`src/design/amp_pkg.sv`:
```
// Package for the amplifier control register bank: offsets, fields, resets, types
package amp_pkg;

  // ************************************************************
  // Register offsets
  // ************************************************************
  localparam logic [7:0] AMP_OFS_RESET = 8'h01;
  localparam logic [7:0] AMP_OFS_CTRL1 = 8'h02;
  localparam logic [7:0] AMP_OFS_CTRL2 = 8'h03;
  localparam logic [7:0] AMP_OFS_PAGE = 8'h0F;
  localparam logic [7:0] AMP_OFS_OLD = 8'h79;
  localparam logic [7:0] AMP_OFS_SLD_A = 8'h7A;
  localparam logic [7:0] AMP_OFS_SLD_B = 8'h7B;
  localparam logic [7:0] AMP_OFS_LOAD_DETECT_RESULT = 8'h7C;

  // ************************************************************
  // Field positions
  // ************************************************************
  localparam int AMP_BIT_MOD_RST = 4;
  localparam int AMP_BIT_REG_RST = 0;
  localparam int AMP_FSW_LSB = 4;
  localparam int AMP_BIT_MONO_PARALLEL_BRIDGE_LOAD = 2;
  localparam int AMP_MODUL_LSB = 0;
  localparam int AMP_BIT_DSP_RST = 4;
  localparam int AMP_BIT_MUTE_L = 3;
  localparam int AMP_BIT_MUTE_R = 2;
  localparam int AMP_STATE_LSB = 0;
  localparam int AMP_BIT_PAGE_INC_DIS = 3;

  // ************************************************************
  // Reset values
  // ************************************************************
  localparam logic [7:0] AMP_RST_CTRL1 = 8'h00;
  localparam logic [7:0] AMP_RST_CTRL2 = 8'h10;
  localparam logic [7:0] AMP_RST_PAGE = 8'h00;
  localparam logic [7:0] AMP_RST_LD = 8'h00;

  // ************************************************************
  // Page walk constants
  // ************************************************************
  localparam logic [6:0] AMP_PAGE_LAST = 7'h7F;
  localparam logic [6:0] AMP_PAGE_RESTART = 7'h08;
  localparam logic [6:0] AMP_PAGE_FIRST = 7'h00;

  // ************************************************************
  // Timing: soft mute ramp step
  // ************************************************************
  localparam int AMP_CLK_PERIOD_NS = 40;
  localparam int AMP_RAMP_STEP_NS = 10000;
  localparam int AMP_RAMP_CYCLES = AMP_RAMP_STEP_NS / AMP_CLK_PERIOD_NS;
  localparam logic [7:0] AMP_GAIN_FULL = 8'hFF;
  localparam logic [7:0] AMP_GAIN_ZERO = 8'h00;

  // ************************************************************
  // Types
  // ************************************************************
  typedef enum logic [2:0] {
    AMP_FSW_768K = 3'b000,
    AMP_FSW_384K = 3'b001,
    AMP_FSW_1024K = 3'b101
  } amp_fsw_t;

  typedef enum logic [1:0] {
    AMP_MOD_TWO_LEVEL = 2'b00,
    AMP_MOD_SINGLE_SIDED = 2'b01,
    AMP_MOD_HYBRID = 2'b10
  } amp_mod_t;

  typedef enum logic [1:0] {
    AMP_ST_DEEP_SLEEP = 2'b00,
    AMP_ST_SLEEP = 2'b01,
    AMP_ST_HIZ = 2'b10,
    AMP_ST_PLAY = 2'b11
  } amp_pstate_t;

  typedef struct packed {
    logic wr;
    logic rd;
    logic [7:0] addr;
    logic [7:0] wdata;
  } amp_reg_req_t;

  typedef struct packed {
    amp_fsw_t fsw;
    logic parallel_bridge_select;
    amp_mod_t modulation;
    logic dsp_hold;
    logic left_soft_mute;
    logic right_soft_mute;
    amp_pstate_t power_state_select;
  } amp_ctrl_t;

endpackage : amp_pkg

```
`src/design/amp_ctrl_regs.sv`:
```
// Control register bank of the class-D amplifier with soft mute ramps and page walk
//
// Function
// - Module reset pulses reset of interpolation filter, DAC and DSP, clearing coefficient RAM.
// - Module reset clears itself; accepted only while the device sits in high impedance.
// - Register reset restores all mode registers to reset values; RAM is untouched.
// - Switching-frequency field picks 768kHz, 384kHz or 1.024MHz; other codes reserved.
// - Output configuration bit selects stereo bridge load or mono parallel bridge.
// - Modulation field picks two-level, single-sided or hybrid; code 11 reserved.
// - DSP hold bit resets to one; clearing it starts the DSP, and audio output in play state.
// - Left mute bit ramps channel 1 volume smoothly down, clearing ramps it up.
// - Right mute bit ramps channel 2 volume smoothly down, clearing ramps it up.
// - Power state field selects deep sleep, sleep, high impedance or play.
// - Wrap enabled: page end in non-zero book continues at offset 8 of next page.
// - Wrap disabled: page end returns to offset 0 of the same page.
`timescale 1ns/1ps
`default_nettype none

module amp_ctrl_regs
  import amp_pkg::*;
(
  input wire logic mclk,
  input wire logic arst_n,
  input wire amp_reg_req_t reg_req,
  output logic [7:0] reg_rdata,
  output logic reg_rvalid,
  input wire logic [7:0] load_detect_result_in,
  input wire logic seq_step,
  input wire logic [7:0] acc_book,
  input wire logic [7:0] acc_page,
  input wire logic [6:0] acc_offset,
  output logic [7:0] walk_page,
  output logic [6:0] walk_offset,
  output amp_ctrl_t ctrl,
  output logic module_reset,
  output logic dsp_reset,
  output logic audio_run,
  output logic [7:0] gain_l,
  output logic [7:0] gain_r
);

  // ************************************************************
  // Decode helpers
  // ************************************************************
  function automatic logic fsw_ok(input logic [2:0] code);
    fsw_ok = (code == AMP_FSW_768K) || (code == AMP_FSW_384K) || (code == AMP_FSW_1024K);
  endfunction : fsw_ok

  function automatic logic wr_hit(input amp_reg_req_t req, input logic [7:0] ofs);
    wr_hit = req.wr && (req.addr == ofs);
  endfunction : wr_hit

  // ************************************************************
  // Register state
  // ************************************************************
  logic [2:0] fsw_q;
  logic mono_parallel_bridge_load_q;
  logic [1:0] modul_q;
  logic [7:0] ctrl2_q;
  logic page_dis_q;
  logic [7:0] ld_old_q;
  logic [7:0] ld_sld_a_q;
  logic [7:0] ld_sld_b_q;
  logic [7:0] ramp_cnt;
  logic ramp_tick;
  logic [7:0] gain [2];

  wire wr_reset = wr_hit(reg_req, AMP_OFS_RESET);
  wire wr_ctrl1 = wr_hit(reg_req, AMP_OFS_CTRL1);
  wire wr_ctrl2 = wr_hit(reg_req, AMP_OFS_CTRL2);
  wire wr_page = wr_hit(reg_req, AMP_OFS_PAGE);
  wire reg_reset_req = wr_reset && reg_req.wdata[AMP_BIT_REG_RST];
  wire in_hiz = (ctrl2_q[AMP_STATE_LSB +: 2] == AMP_ST_HIZ);
  wire mod_reset_req = wr_reset && reg_req.wdata[AMP_BIT_MOD_RST] && in_hiz;
  wire [2:0] fsw_wr = reg_req.wdata[AMP_FSW_LSB +: 3];
  wire [1:0] modul_wr = reg_req.wdata[AMP_MODUL_LSB +: 2];
  wire modul_ok = (modul_wr != 2'b11);

  // ************************************************************
  // Mode registers
  // ************************************************************
  always_ff @(posedge mclk or negedge arst_n)
  begin
    if (!arst_n)
    begin
      fsw_q <= AMP_RST_CTRL1[AMP_FSW_LSB +: 3];
      mono_parallel_bridge_load_q <= AMP_RST_CTRL1[AMP_BIT_MONO_PARALLEL_BRIDGE_LOAD];
      modul_q <= AMP_RST_CTRL1[AMP_MODUL_LSB +: 2];
      ctrl2_q <= AMP_RST_CTRL2;
      page_dis_q <= AMP_RST_PAGE[AMP_BIT_PAGE_INC_DIS];
      ld_old_q <= AMP_RST_LD;
      ld_sld_a_q <= AMP_RST_LD;
      ld_sld_b_q <= AMP_RST_LD;
    end
    else if (reg_reset_req)
    begin
      fsw_q <= AMP_RST_CTRL1[AMP_FSW_LSB +: 3];
      mono_parallel_bridge_load_q <= AMP_RST_CTRL1[AMP_BIT_MONO_PARALLEL_BRIDGE_LOAD];
      modul_q <= AMP_RST_CTRL1[AMP_MODUL_LSB +: 2];
      ctrl2_q <= AMP_RST_CTRL2;
      page_dis_q <= AMP_RST_PAGE[AMP_BIT_PAGE_INC_DIS];
      ld_old_q <= AMP_RST_LD;
      ld_sld_a_q <= AMP_RST_LD;
      ld_sld_b_q <= AMP_RST_LD;
    end
    else
    begin
      if (wr_ctrl1 && fsw_ok(fsw_wr))
        fsw_q <= fsw_wr;
      if (wr_ctrl1)
        mono_parallel_bridge_load_q <= reg_req.wdata[AMP_BIT_MONO_PARALLEL_BRIDGE_LOAD];
      if (wr_ctrl1 && modul_ok)
        modul_q <= modul_wr;
      if (wr_ctrl2)
        ctrl2_q <= {3'b000, reg_req.wdata[4:0]};
      if (wr_page)
        page_dis_q <= reg_req.wdata[AMP_BIT_PAGE_INC_DIS];
      if (wr_hit(reg_req, AMP_OFS_OLD))
        ld_old_q <= reg_req.wdata;
      if (wr_hit(reg_req, AMP_OFS_SLD_A))
        ld_sld_a_q <= reg_req.wdata;
      if (wr_hit(reg_req, AMP_OFS_SLD_B))
        ld_sld_b_q <= reg_req.wdata;
    end
  end

  // ************************************************************
  // Self-clearing module reset pulse
  // ************************************************************
  always_ff @(posedge mclk or negedge arst_n)
  begin
    if (!arst_n)
      module_reset <= 1'b0;
    else
      module_reset <= mod_reset_req;
  end

  // The DSP reset also clears coefficient RAM in the DSP itself
  assign dsp_reset = ctrl2_q[AMP_BIT_DSP_RST] | module_reset;
  assign audio_run = !dsp_reset && (ctrl2_q[AMP_STATE_LSB +: 2] == AMP_ST_PLAY);

  assign ctrl.fsw = amp_fsw_t'(fsw_q);
  assign ctrl.parallel_bridge_select = mono_parallel_bridge_load_q;
  assign ctrl.modulation = amp_mod_t'(modul_q);
  assign ctrl.dsp_hold = ctrl2_q[AMP_BIT_DSP_RST];
  assign ctrl.left_soft_mute = ctrl2_q[AMP_BIT_MUTE_L];
  assign ctrl.right_soft_mute = ctrl2_q[AMP_BIT_MUTE_R];
  assign ctrl.power_state_select = amp_pstate_t'(ctrl2_q[AMP_STATE_LSB +: 2]);

  // ************************************************************
  // Read port
  // ************************************************************
  logic [7:0] rd_mux;

  always_comb
  begin
    case (reg_req.addr)
      AMP_OFS_CTRL1: rd_mux = {1'b0, fsw_q, 1'b0, mono_parallel_bridge_load_q, modul_q};
      AMP_OFS_CTRL2: rd_mux = ctrl2_q;
      AMP_OFS_PAGE: rd_mux = {4'h0, page_dis_q, 3'b000};
      AMP_OFS_OLD: rd_mux = ld_old_q;
      AMP_OFS_SLD_A: rd_mux = ld_sld_a_q;
      AMP_OFS_SLD_B: rd_mux = ld_sld_b_q;
      AMP_OFS_LOAD_DETECT_RESULT: rd_mux = load_detect_result_in;
      default: rd_mux = 8'h00;
    endcase
  end

  always_ff @(posedge mclk or negedge arst_n)
  begin
    if (!arst_n)
    begin
      reg_rdata <= 8'h00;
      reg_rvalid <= 1'b0;
    end
    else
    begin
      reg_rvalid <= reg_req.rd;
      if (reg_req.rd)
        reg_rdata <= rd_mux;
    end
  end

  // ************************************************************
  // Soft mute ramps
  // ************************************************************
  always_ff @(posedge mclk or negedge arst_n)
  begin
    if (!arst_n)
      ramp_cnt <= 8'h00;
    else if (ramp_tick)
      ramp_cnt <= 8'h00;
    else
      ramp_cnt <= ramp_cnt + 8'h01;
  end

  assign ramp_tick = (ramp_cnt == 8'(AMP_RAMP_CYCLES - 1));

  wire [1:0] mute_req = {ctrl2_q[AMP_BIT_MUTE_R], ctrl2_q[AMP_BIT_MUTE_L]};

  for (genvar ch = 0; ch < 2; ch++)
  begin : g_ramp
    always_ff @(posedge mclk or negedge arst_n)
    begin
      if (!arst_n)
        gain[ch] <= AMP_GAIN_FULL;
      else if (ramp_tick && mute_req[ch] && gain[ch] != AMP_GAIN_ZERO)
        gain[ch] <= gain[ch] - 8'h01;
      else if (ramp_tick && !mute_req[ch] && gain[ch] != AMP_GAIN_FULL)
        gain[ch] <= gain[ch] + 8'h01;
    end
  end

  assign gain_l = gain[0];
  assign gain_r = gain[1];

  // ************************************************************
  // Page auto-increment walk
  // ************************************************************
  wire at_end = (acc_offset == AMP_PAGE_LAST);
  wire go_next = at_end && !page_dis_q && (acc_book != 8'h00);

  always_ff @(posedge mclk or negedge arst_n)
  begin
    if (!arst_n)
    begin
      walk_page <= 8'h00;
      walk_offset <= 7'h00;
    end
    else if (seq_step)
    begin
      if (go_next)
      begin
        walk_page <= acc_page + 8'h01;
        walk_offset <= AMP_PAGE_RESTART;
      end
      else if (at_end)
      begin
        walk_page <= acc_page;
        walk_offset <= AMP_PAGE_FIRST;
      end
      else
      begin
        walk_page <= acc_page;
        walk_offset <= acc_offset + 7'h01;
      end
    end
  end

  // ************************************************************
  // Checks
  // ************************************************************
  property p_modrst_hiz;
    @(posedge mclk) disable iff (!arst_n)
    module_reset |-> $past(in_hiz);
  endproperty
  a_modrst_hiz: assert property (p_modrst_hiz) else $error("module reset outside hi-z");

  property p_modrst_pulse;
    @(posedge mclk) disable iff (!arst_n)
    (wr_reset && reg_req.wdata[AMP_BIT_MOD_RST] && in_hiz) |=> module_reset && dsp_reset;
  endproperty
  a_modrst_pulse: assert property (p_modrst_pulse) else $error("module reset missed");

  property p_modrst_clear;
    @(posedge mclk) disable iff (!arst_n)
    (module_reset && !mod_reset_req) |=> !module_reset;
  endproperty
  a_modrst_clear: assert property (p_modrst_clear) else $error("module reset stuck");

  property p_regrst;
    @(posedge mclk) disable iff (!arst_n)
    reg_reset_req |=> (ctrl2_q == AMP_RST_CTRL2) && (fsw_q == 3'b000) && !page_dis_q;
  endproperty
  a_regrst: assert property (p_regrst) else $error("register reset incomplete");

  property p_fsw_hold;
    @(posedge mclk) disable iff (!arst_n)
    (wr_ctrl1 && !fsw_ok(fsw_wr) && !reg_reset_req) |=> (fsw_q == $past(fsw_q));
  endproperty
  a_fsw_hold: assert property (p_fsw_hold) else $error("reserved frequency taken");

  property p_mod_valid;
    @(posedge mclk) disable iff (!arst_n)
    (modul_q != 2'b11) && fsw_ok(fsw_q);
  endproperty
  a_mod_valid: assert property (p_mod_valid) else $error("reserved mode active");

  property p_run;
    @(posedge mclk) disable iff (!arst_n)
    audio_run |-> !ctrl2_q[AMP_BIT_DSP_RST] && ctrl.power_state_select == AMP_ST_PLAY;
  endproperty
  a_run: assert property (p_run) else $error("audio runs while held");

  property p_mute_down;
    @(posedge mclk) disable iff (!arst_n)
    (ramp_tick && mute_req[0] && !reg_reset_req && !wr_ctrl2 && gain_l != 8'h00)
      |=> gain_l == $past(gain_l) - 8'h01;
  endproperty
  a_mute_down: assert property (p_mute_down) else $error("left ramp wrong");

  property p_unmute_up;
    @(posedge mclk) disable iff (!arst_n)
    (ramp_tick && !mute_req[1] && gain_r != 8'hFF) |=> gain_r == $past(gain_r) + 8'h01;
  endproperty
  a_unmute_up: assert property (p_unmute_up) else $error("right ramp wrong");

  property p_walk_next;
    @(posedge mclk) disable iff (!arst_n)
    (seq_step && go_next) |=> walk_offset == 7'h08 && walk_page == $past(acc_page) + 8'h01;
  endproperty
  a_walk_next: assert property (p_walk_next) else $error("page advance wrong");

  property p_walk_wrap;
    @(posedge mclk) disable iff (!arst_n)
    (seq_step && at_end && page_dis_q) |=> walk_offset == 7'h00 && walk_page == $past(acc_page);
  endproperty
  a_walk_wrap: assert property (p_walk_wrap) else $error("page wrap wrong");

  property p_modul_hold;
    @(posedge mclk) disable iff (!arst_n)
    (wr_ctrl1 && !modul_ok && !reg_reset_req) |=> (modul_q == $past(modul_q));
  endproperty
  a_modul_hold: assert property (p_modul_hold) else $error("reserved modulation taken");

  property p_mono_parallel_bridge_load_write;
    @(posedge mclk) disable iff (!arst_n)
    (wr_ctrl1 && !reg_reset_req)
      |=> ctrl.parallel_bridge_select == $past(reg_req.wdata[AMP_BIT_MONO_PARALLEL_BRIDGE_LOAD]);
  endproperty
  a_mono_parallel_bridge_load_write: assert property (p_mono_parallel_bridge_load_write) else $error("bridge select not written");

  property p_gain_still;
    @(posedge mclk) disable iff (!arst_n)
    !ramp_tick |=> $stable(gain_l) && $stable(gain_r);
  endproperty
  a_gain_still: assert property (p_gain_still) else $error("gain moved between ticks");

  property p_regrst_hold;
    @(posedge mclk) disable iff (!arst_n)
    reg_reset_req |=> dsp_reset && !audio_run;
  endproperty
  a_regrst_hold: assert property (p_regrst_hold) else $error("DSP free after register reset");

endmodule : amp_ctrl_regs

`default_nettype wire

```
`config.mk`:
```
export PLATFORM = sky130hd
export DESIGN_NAME = amp_ctrl_regs
export DESIGN_NICKNAME = d
export VERILOG_FILES = /design/src/design/amp_pkg.sv /design/src/design/amp_ctrl_regs.sv
export SDC_FILE = /design/constraint.sdc
export NUM_CORES = 1
export LEC_CHECK = 0
export ABC_AREA = 1
export BUFFER_PORTS_ARGS = -buffer_cell sky130_fd_sc_hd__buf_4
export CAP_MARGIN = 20
export CORE_MARGIN = 2
export CORE_UTILIZATION = 27
export CTS_CLUSTER_SIZE = 10
export DETAILED_ROUTE_END_ITERATION = 7
export GPL_TIMING_DRIVEN = 0
export PLACE_DENSITY_LB_ADDON = 0.2
export SYNTH_ARGS = -nofsm -noshare
export SYNTH_HDL_FRONTEND = slang
export SYNTH_SLANG_ARGS = --single-unit
```
`constraint.sdc`:
```
create_clock -name mclk -period 2.5 [get_ports mclk]
set_input_delay 0.125 -clock mclk [delete_from_list [all_inputs] [get_ports mclk]]
set_output_delay 0.125 -clock mclk [all_outputs]
set_load 0.05 [all_outputs]
```
# [After elaboration in Yosys (flattened, before gate mapping)]
# Index checks and enable logic that the tools add are counted.
[op_classes] n_addsub=7 n_eq_ne=17 n_mux=25 bitwise=1 n_reduce_logical=43
[ops] operator="$mux W8" count=14
[ops] operator="$pmux W8 S7" count=1
[ops] operator="$add A8 B1 Y8 const B" count=4
[ops] operator="$eq A8 B7 Y1 const B" count=4
[ops] operator="$reduce_bool A8 Y1" count=3
[ops] operator="$logic_and A1 B1 Y1" count=23
[ops] operator="$reduce_bool A2 Y1" count=10
[ops] operator="$eq A8 B2 Y1 const B" count=2
[ops] operator="$ne A8 B8 Y1 const B" count=2
[ops] operator="$sub A8 B1 Y8 const B" count=2
[ops] operator="$mux W7" count=2
[ops] operator="$eq A8 B1 Y1 const B" count=1
[ops] operator="$eq A8 B4 Y1 const B" count=1
[ops] operator="$eq A8 B8 Y1 const B" count=1
[ops] operator="$add A7 B1 Y7 const B" count=1
[ops] operator="$eq A7 B7 Y1 const B" count=1
[ops] operator="$mux W3" count=2
[ops] operator="$eq A2 B2 Y1 const B" count=2
[ops] operator="$logic_not A1 Y1" count=4
[ops] operator="$mux W1" count=4
[ops] operator="$mux W2" count=2
[ops] operator="$eq A3 B1 Y1 const B" count=1
[ops] operator="$eq A3 B3 Y1 const B" count=1
[ops] operator="$logic_not A3 Y1" count=1
[ops] operator="3 further kinds" count=4
[word_totals] reg_bits=88 in_bits=52 output_inout_bits=54 word_cells=109

# [Logic depth before layout (Yosys ltp)]
[depth] ltp_word=6 mapped_depth=18 depth_no_buf=18

# [Worst setup path after synthesis]
# No wires, ideal clock.
[synth_path] kind="reg-to-output" start="register module_reset" end="output audio_run" t_arrival_ps=2121 required_ps=2375 path_slack_ps=254 stages_incl_launch_ff=3 path_buffers=0 cell_sequence="dfrtp_1 > or2_2 > nor3_1"
[synth_between] elab_chain_cells=3
[synth_lines] item="start, declared" line_no="amp_ctrl_regs.sv:35" rtl="output logic module_reset,"
[synth_lines] item="start signal, assigned" line_no="amp_ctrl_regs.sv:135" rtl="module_reset <= mod_reset_req;"
[synth_lines] item="$or A1 B1 Y1" line_no="amp_ctrl_regs.sv:139" rtl="assign dsp_reset = ctrl2_q[AMP_BIT_DSP_RST] | module_reset;"
[synth_lines] item="named net dsp_reset" line_no="amp_ctrl_regs.sv:36" rtl="output logic dsp_reset,"
[synth_lines] item="$logic_not A1 Y1" line_no="amp_ctrl_regs.sv:140" rtl="assign audio_run = !dsp_reset && (ctrl2_q[AMP_STATE_LSB +: 2] == AMP_ST_PLAY);"
[synth_lines] item="$logic_and A1 B1 Y1" line_no="amp_ctrl_regs.sv:140"
[synth_lines] item="end, declared" line_no="amp_ctrl_regs.sv:37" rtl="output logic audio_run,"
# The timed path passes the listed nets, and every way through them passes these cells.

# [Worst setup path after layout]
[layout_path] start="register ramp_cnt[0]" end="register gain (netlist bit gain_l[5])"
[layout_between] elab_chain_cells=4 word_cells_on_any_way=7 classes_between="eq/ne: 1; mux: 1; reduce/logical: 5"
[layout_lines] item="start, declared" line_no="amp_ctrl_regs.sv:64" rtl="logic [7:0] ramp_cnt;"
[layout_lines] item="start signal, assigned" line_no="amp_ctrl_regs.sv:194" rtl="ramp_cnt <= ramp_cnt + 8'h01;"
[layout_lines] item="$eq A8 B8 Y1 (*)" line_no="amp_ctrl_regs.sv:197" rtl="assign ramp_tick = (ramp_cnt == 8'(AMP_RAMP_CYCLES - 1));"
[layout_lines] item="$logic_and A1 B1 Y1, on equally long branches (2 in a row)" line_no="amp_ctrl_regs.sv:207, amp_ctrl_regs.sv:209"
[layout_lines] item="$mux W8 / $reduce_bool A2 Y1 (equally long branches)"
[layout_lines] item="end signal, assigned by index" line_no="amp_ctrl_regs.sv:208" rtl="gain[ch] <= gain[ch] - 8'h01;"
[layout_lines] item="end signal, assigned by index" line_no="amp_ctrl_regs.sv:210" rtl="gain[ch] <= gain[ch] + 8'h01;"
[layout_lines] item="end, declared" line_no="amp_ctrl_regs.sv:66" rtl="logic [7:0] gain [2];"
# Every way passes the cells marked *; elsewhere a longest branch is shown, timed or not.
# A chain may end at the register's enable or synchronous reset.

==> results.toml <==
[cells_and_area]
diodes = 0
nets = 917
area_growth_pct = 31.19
drive_gt1_share_pct = 28.17
finalNonFillerCells = 1117
fill_cells = 2116

[drt]
num_vias = 4741
firstDrtPassIters = 4
wl_mm = 14.70
drc = 0
vias_per_cell = 4.244
wl_per_cell_um = 13.16
postRouteAntennaNets = 0
drt_iter0_drc = 181

[clock_network]
cts_buffers = 9
cts_tree = "done"
clk_pin_slew_ns = 0.06
clock-sinks = 85
htreeDepth = 3
cts_buffer_depth = 2
cts_root_buf = "clkbuf_16"
insertion_delay_ns = 0.35

[logic_synthesis]
yosysWarnings = 0
netlist_area_um2 = 5324
synth_top_area_share_pct = 31.96
ys_top_cells_by_count = "249 x nand2_1, 76 x inv_1, 68 x dfrtp_1"
synth_most_common_cell = "nand2_1"
syn_inst = 717
ys_seq_area_share_pct = 40.35
synth_area_leaders = "dfrtp_1 32%, nand2_1 18%, dfstp_2 8.4%"
syn_area_per_cell_um2 = 7.425
synth_top_flop_cell = "dfrtp_1"
synth-edff-count = 0
synthArstFlopShare_pct = 100.0
ys_types = 39
synth_area_leader_cell = "dfrtp_1"
synth_nets = 787
ys_seq_elements = 85

[setup_path]
crit-reg2reg-launch = "ramp_cnt[0]"
rr_worst_depth = 15
path_class = "register to register"
ff2ff_setup_slack_ns = 0.18
critPathMaxFanout = 6
reg2reg_to = "gain_l[5]"
crit_path_end_kind = "register"
start_kind = "register"
critPathLaunch = "ramp_cnt[0]"
worstPathArrival_ns = 2.59
cp.required_ns = 2.77

[power_and_ir_drop]
power_density_nw_per_um2 = 463.6
leakage_uw = 0.003690
p_comb_share_pct = 15.1
clkPwrFrac_pct = 38.9
p_seq_share_pct = 46.0
vdd_drop_max_uv = 268.9
swShare_pct = 29.51
p_int_uw = 2282
p_switching_uw = 955.6

[die]
start_util_pct = 27.44
die_w_um = 144.4
core_area_um2 = 19400
io_pins = 106
die_area_um2 = 20860
dieHeight_um = 144.4
std_cell_rows = 51

[sta]
relSlewSlack_pct = 58.87
finalCritPeriodShare_pct = 92.60
worstMarginPinSlew_ns = 0.6136
finalMaxSlewViolations = 0
finalHoldViolations = 0
finalSetupTns_ns = 0
finalCriticalPeriod_ns = 2.315
fmax_ghz = 0.4320
setup_viol = 0
finClkSkew_ns = 0.01106

[min_path]
hp-class = "input port to register"
worstHoldPathCells = 3
min_from = "acc_page[6]"
holdPathEnd = "walk_page[6]"

[run]
max_cap_violations = 0

[placement]
dp_hpwl_mm = 11.12
placed_cells = 1087
place_congestion = 0.7454
portBuffers = 104

[global_route]
grt_max_degree = 45
grt_pass1_wl_mm = 23.78
grt_busiest_layer = "met2"
grt_overflow = 0
use_met1_pct = 20.71
track_usage_pct = 14.74
use_met3_pct = 3.344
first_global_vias = 4550
antenna_found_initial = 0
grt_use_met2_pct = 22.57

[run_status]
outcome = "complete, no violations"
[cell type report]
class,count,area (um^2),share of cell area (%)
Buffer,12,100.1,1.433
Clock buffer,10,229.0,3.278
Clock inverter,6,40.04,0.5733
Inverter,92,357.8,5.124
Multi-Input combinational cell,528,2844,40.72
Sequential cell,85,2148,30.76
Tap cell,265,331.6,4.747
Timing Repair Buffer,119,933.4,13.36
[kinds of logic after synthesis]
group	count (synthesis)	synth area share, %
xor+xnor	16	2.632
simple gates	432	37.44
fa+ha+maj	18	4.512
compound gates	62	6.604
flops	85	40.35
buf+inv	104	8.460
[routing by layer]
metal | vias to the layer above | routed length [um]
met5 | - | 0
met4 | 0 | 195
met3 | 11 | 771
met2 | 89 | 6503
met1 | 2117 | 7227
li1 | 2524 | -
[state kept, by name, summed over array words and instances, names as in the netlist, 3 cells and up]
| name | count |
|---|---|
| gain_l | 8 |
| ld_sld_b_q | 8 |
| ld_sld_a_q | 8 |
| ramp_cnt | 8 |
| reg_rdata | 8 |
| fsw_q | 3 |
| walk_offset | 7 |
| walk_page | 8 |
| ld_old_q | 8 |
| ctrl2_q | 5 |
| gain_r | 8 |
[layout by cell type, fill, tap and decap left out, types with 7 or more instances in the layout]
cell and count:
o21ai_2 9, inv_2 14, ha_4 8, a21oi_1 11, xor2_1 10, ha_1 7, nand2_4 8, o21ai_1 10
nand2_1 248, dfrtp_1 68, o21ai_0 22, inv_1 74, nor2_1 59, clkbuf_16 9, nand3_1 60, buf_4 116
dfstp_2 17, nor3_1 7, nand2_2 17, nand4_1 11
[what timing repair did]
item,in CTS,in global routing
gates resized for setup,0,18
hold endpoints to repair,30,0
buffers inserted,0,11
hold buffers,3,0
endpoints found under the setup margin,0,9
[worst max-delay path, stage by stage, from the launching register on]
cell and delay [ns]:
dfrtp_1 0.41, ha_1 0.22, nand2_2 0.08, nor2_4 0.05, nand2_4 0.14, nor2_4 0.06, nand2_4 0.07, clkinvlp_4 0.13
buf_4 0.17, ha_4 0.27, inv_1 0.05, nand2_1 0.05, nand2_1 0.10, o21ai_0 0.22, xnor2_1 0.15, o21ai_1 0.07
[power groups by stage]
stage,Sequential [uW],Clock [uW],Combinational [uW]
after floorplan,1630,0,149
after CTS,1490,1310,498
after detailed placement,1510,0,494
final,1490,1260,490
after global routing,1500,1380,538
after global placement,1510,0,486
[worst max-delay path by stage]
stage	to	slack, ns
after floorplan	audio_run	0.25
after global placement	gain_r[6]	0.09
after detailed placement	gain_r[6]	0.09
after CTS	gain_r[6]	0.07
after global routing	gain_l[7]	-0.005
final	gain_l[5]	0.18
[per-stage QoR]
stage | setup WS, ns | utilization (%) | hold WS (ns) | power [uW] | instance area, um^2
3_3_place_gp | 0.08783 | 33.18 | 0.2462 | 2001 | 6436
3_5_place_dp | 0.09037 | 33.32 | 0.1766 | 2007 | 6464
4_1_cts | 0.06894 | 34.86 | 0.03208 | 3298 | 6763
2_1_floorplan | 0.2541 | - | -0.1706 | 1776 | 5324
6_report | 0.1849 | 36.00 | 0.04677 | 3238 | 6984
5_1_grt | -0.005099 | 36.00 | 0.05488 | 3415 | 6984
Note: power is estimated with default switching activity, not from simulation.
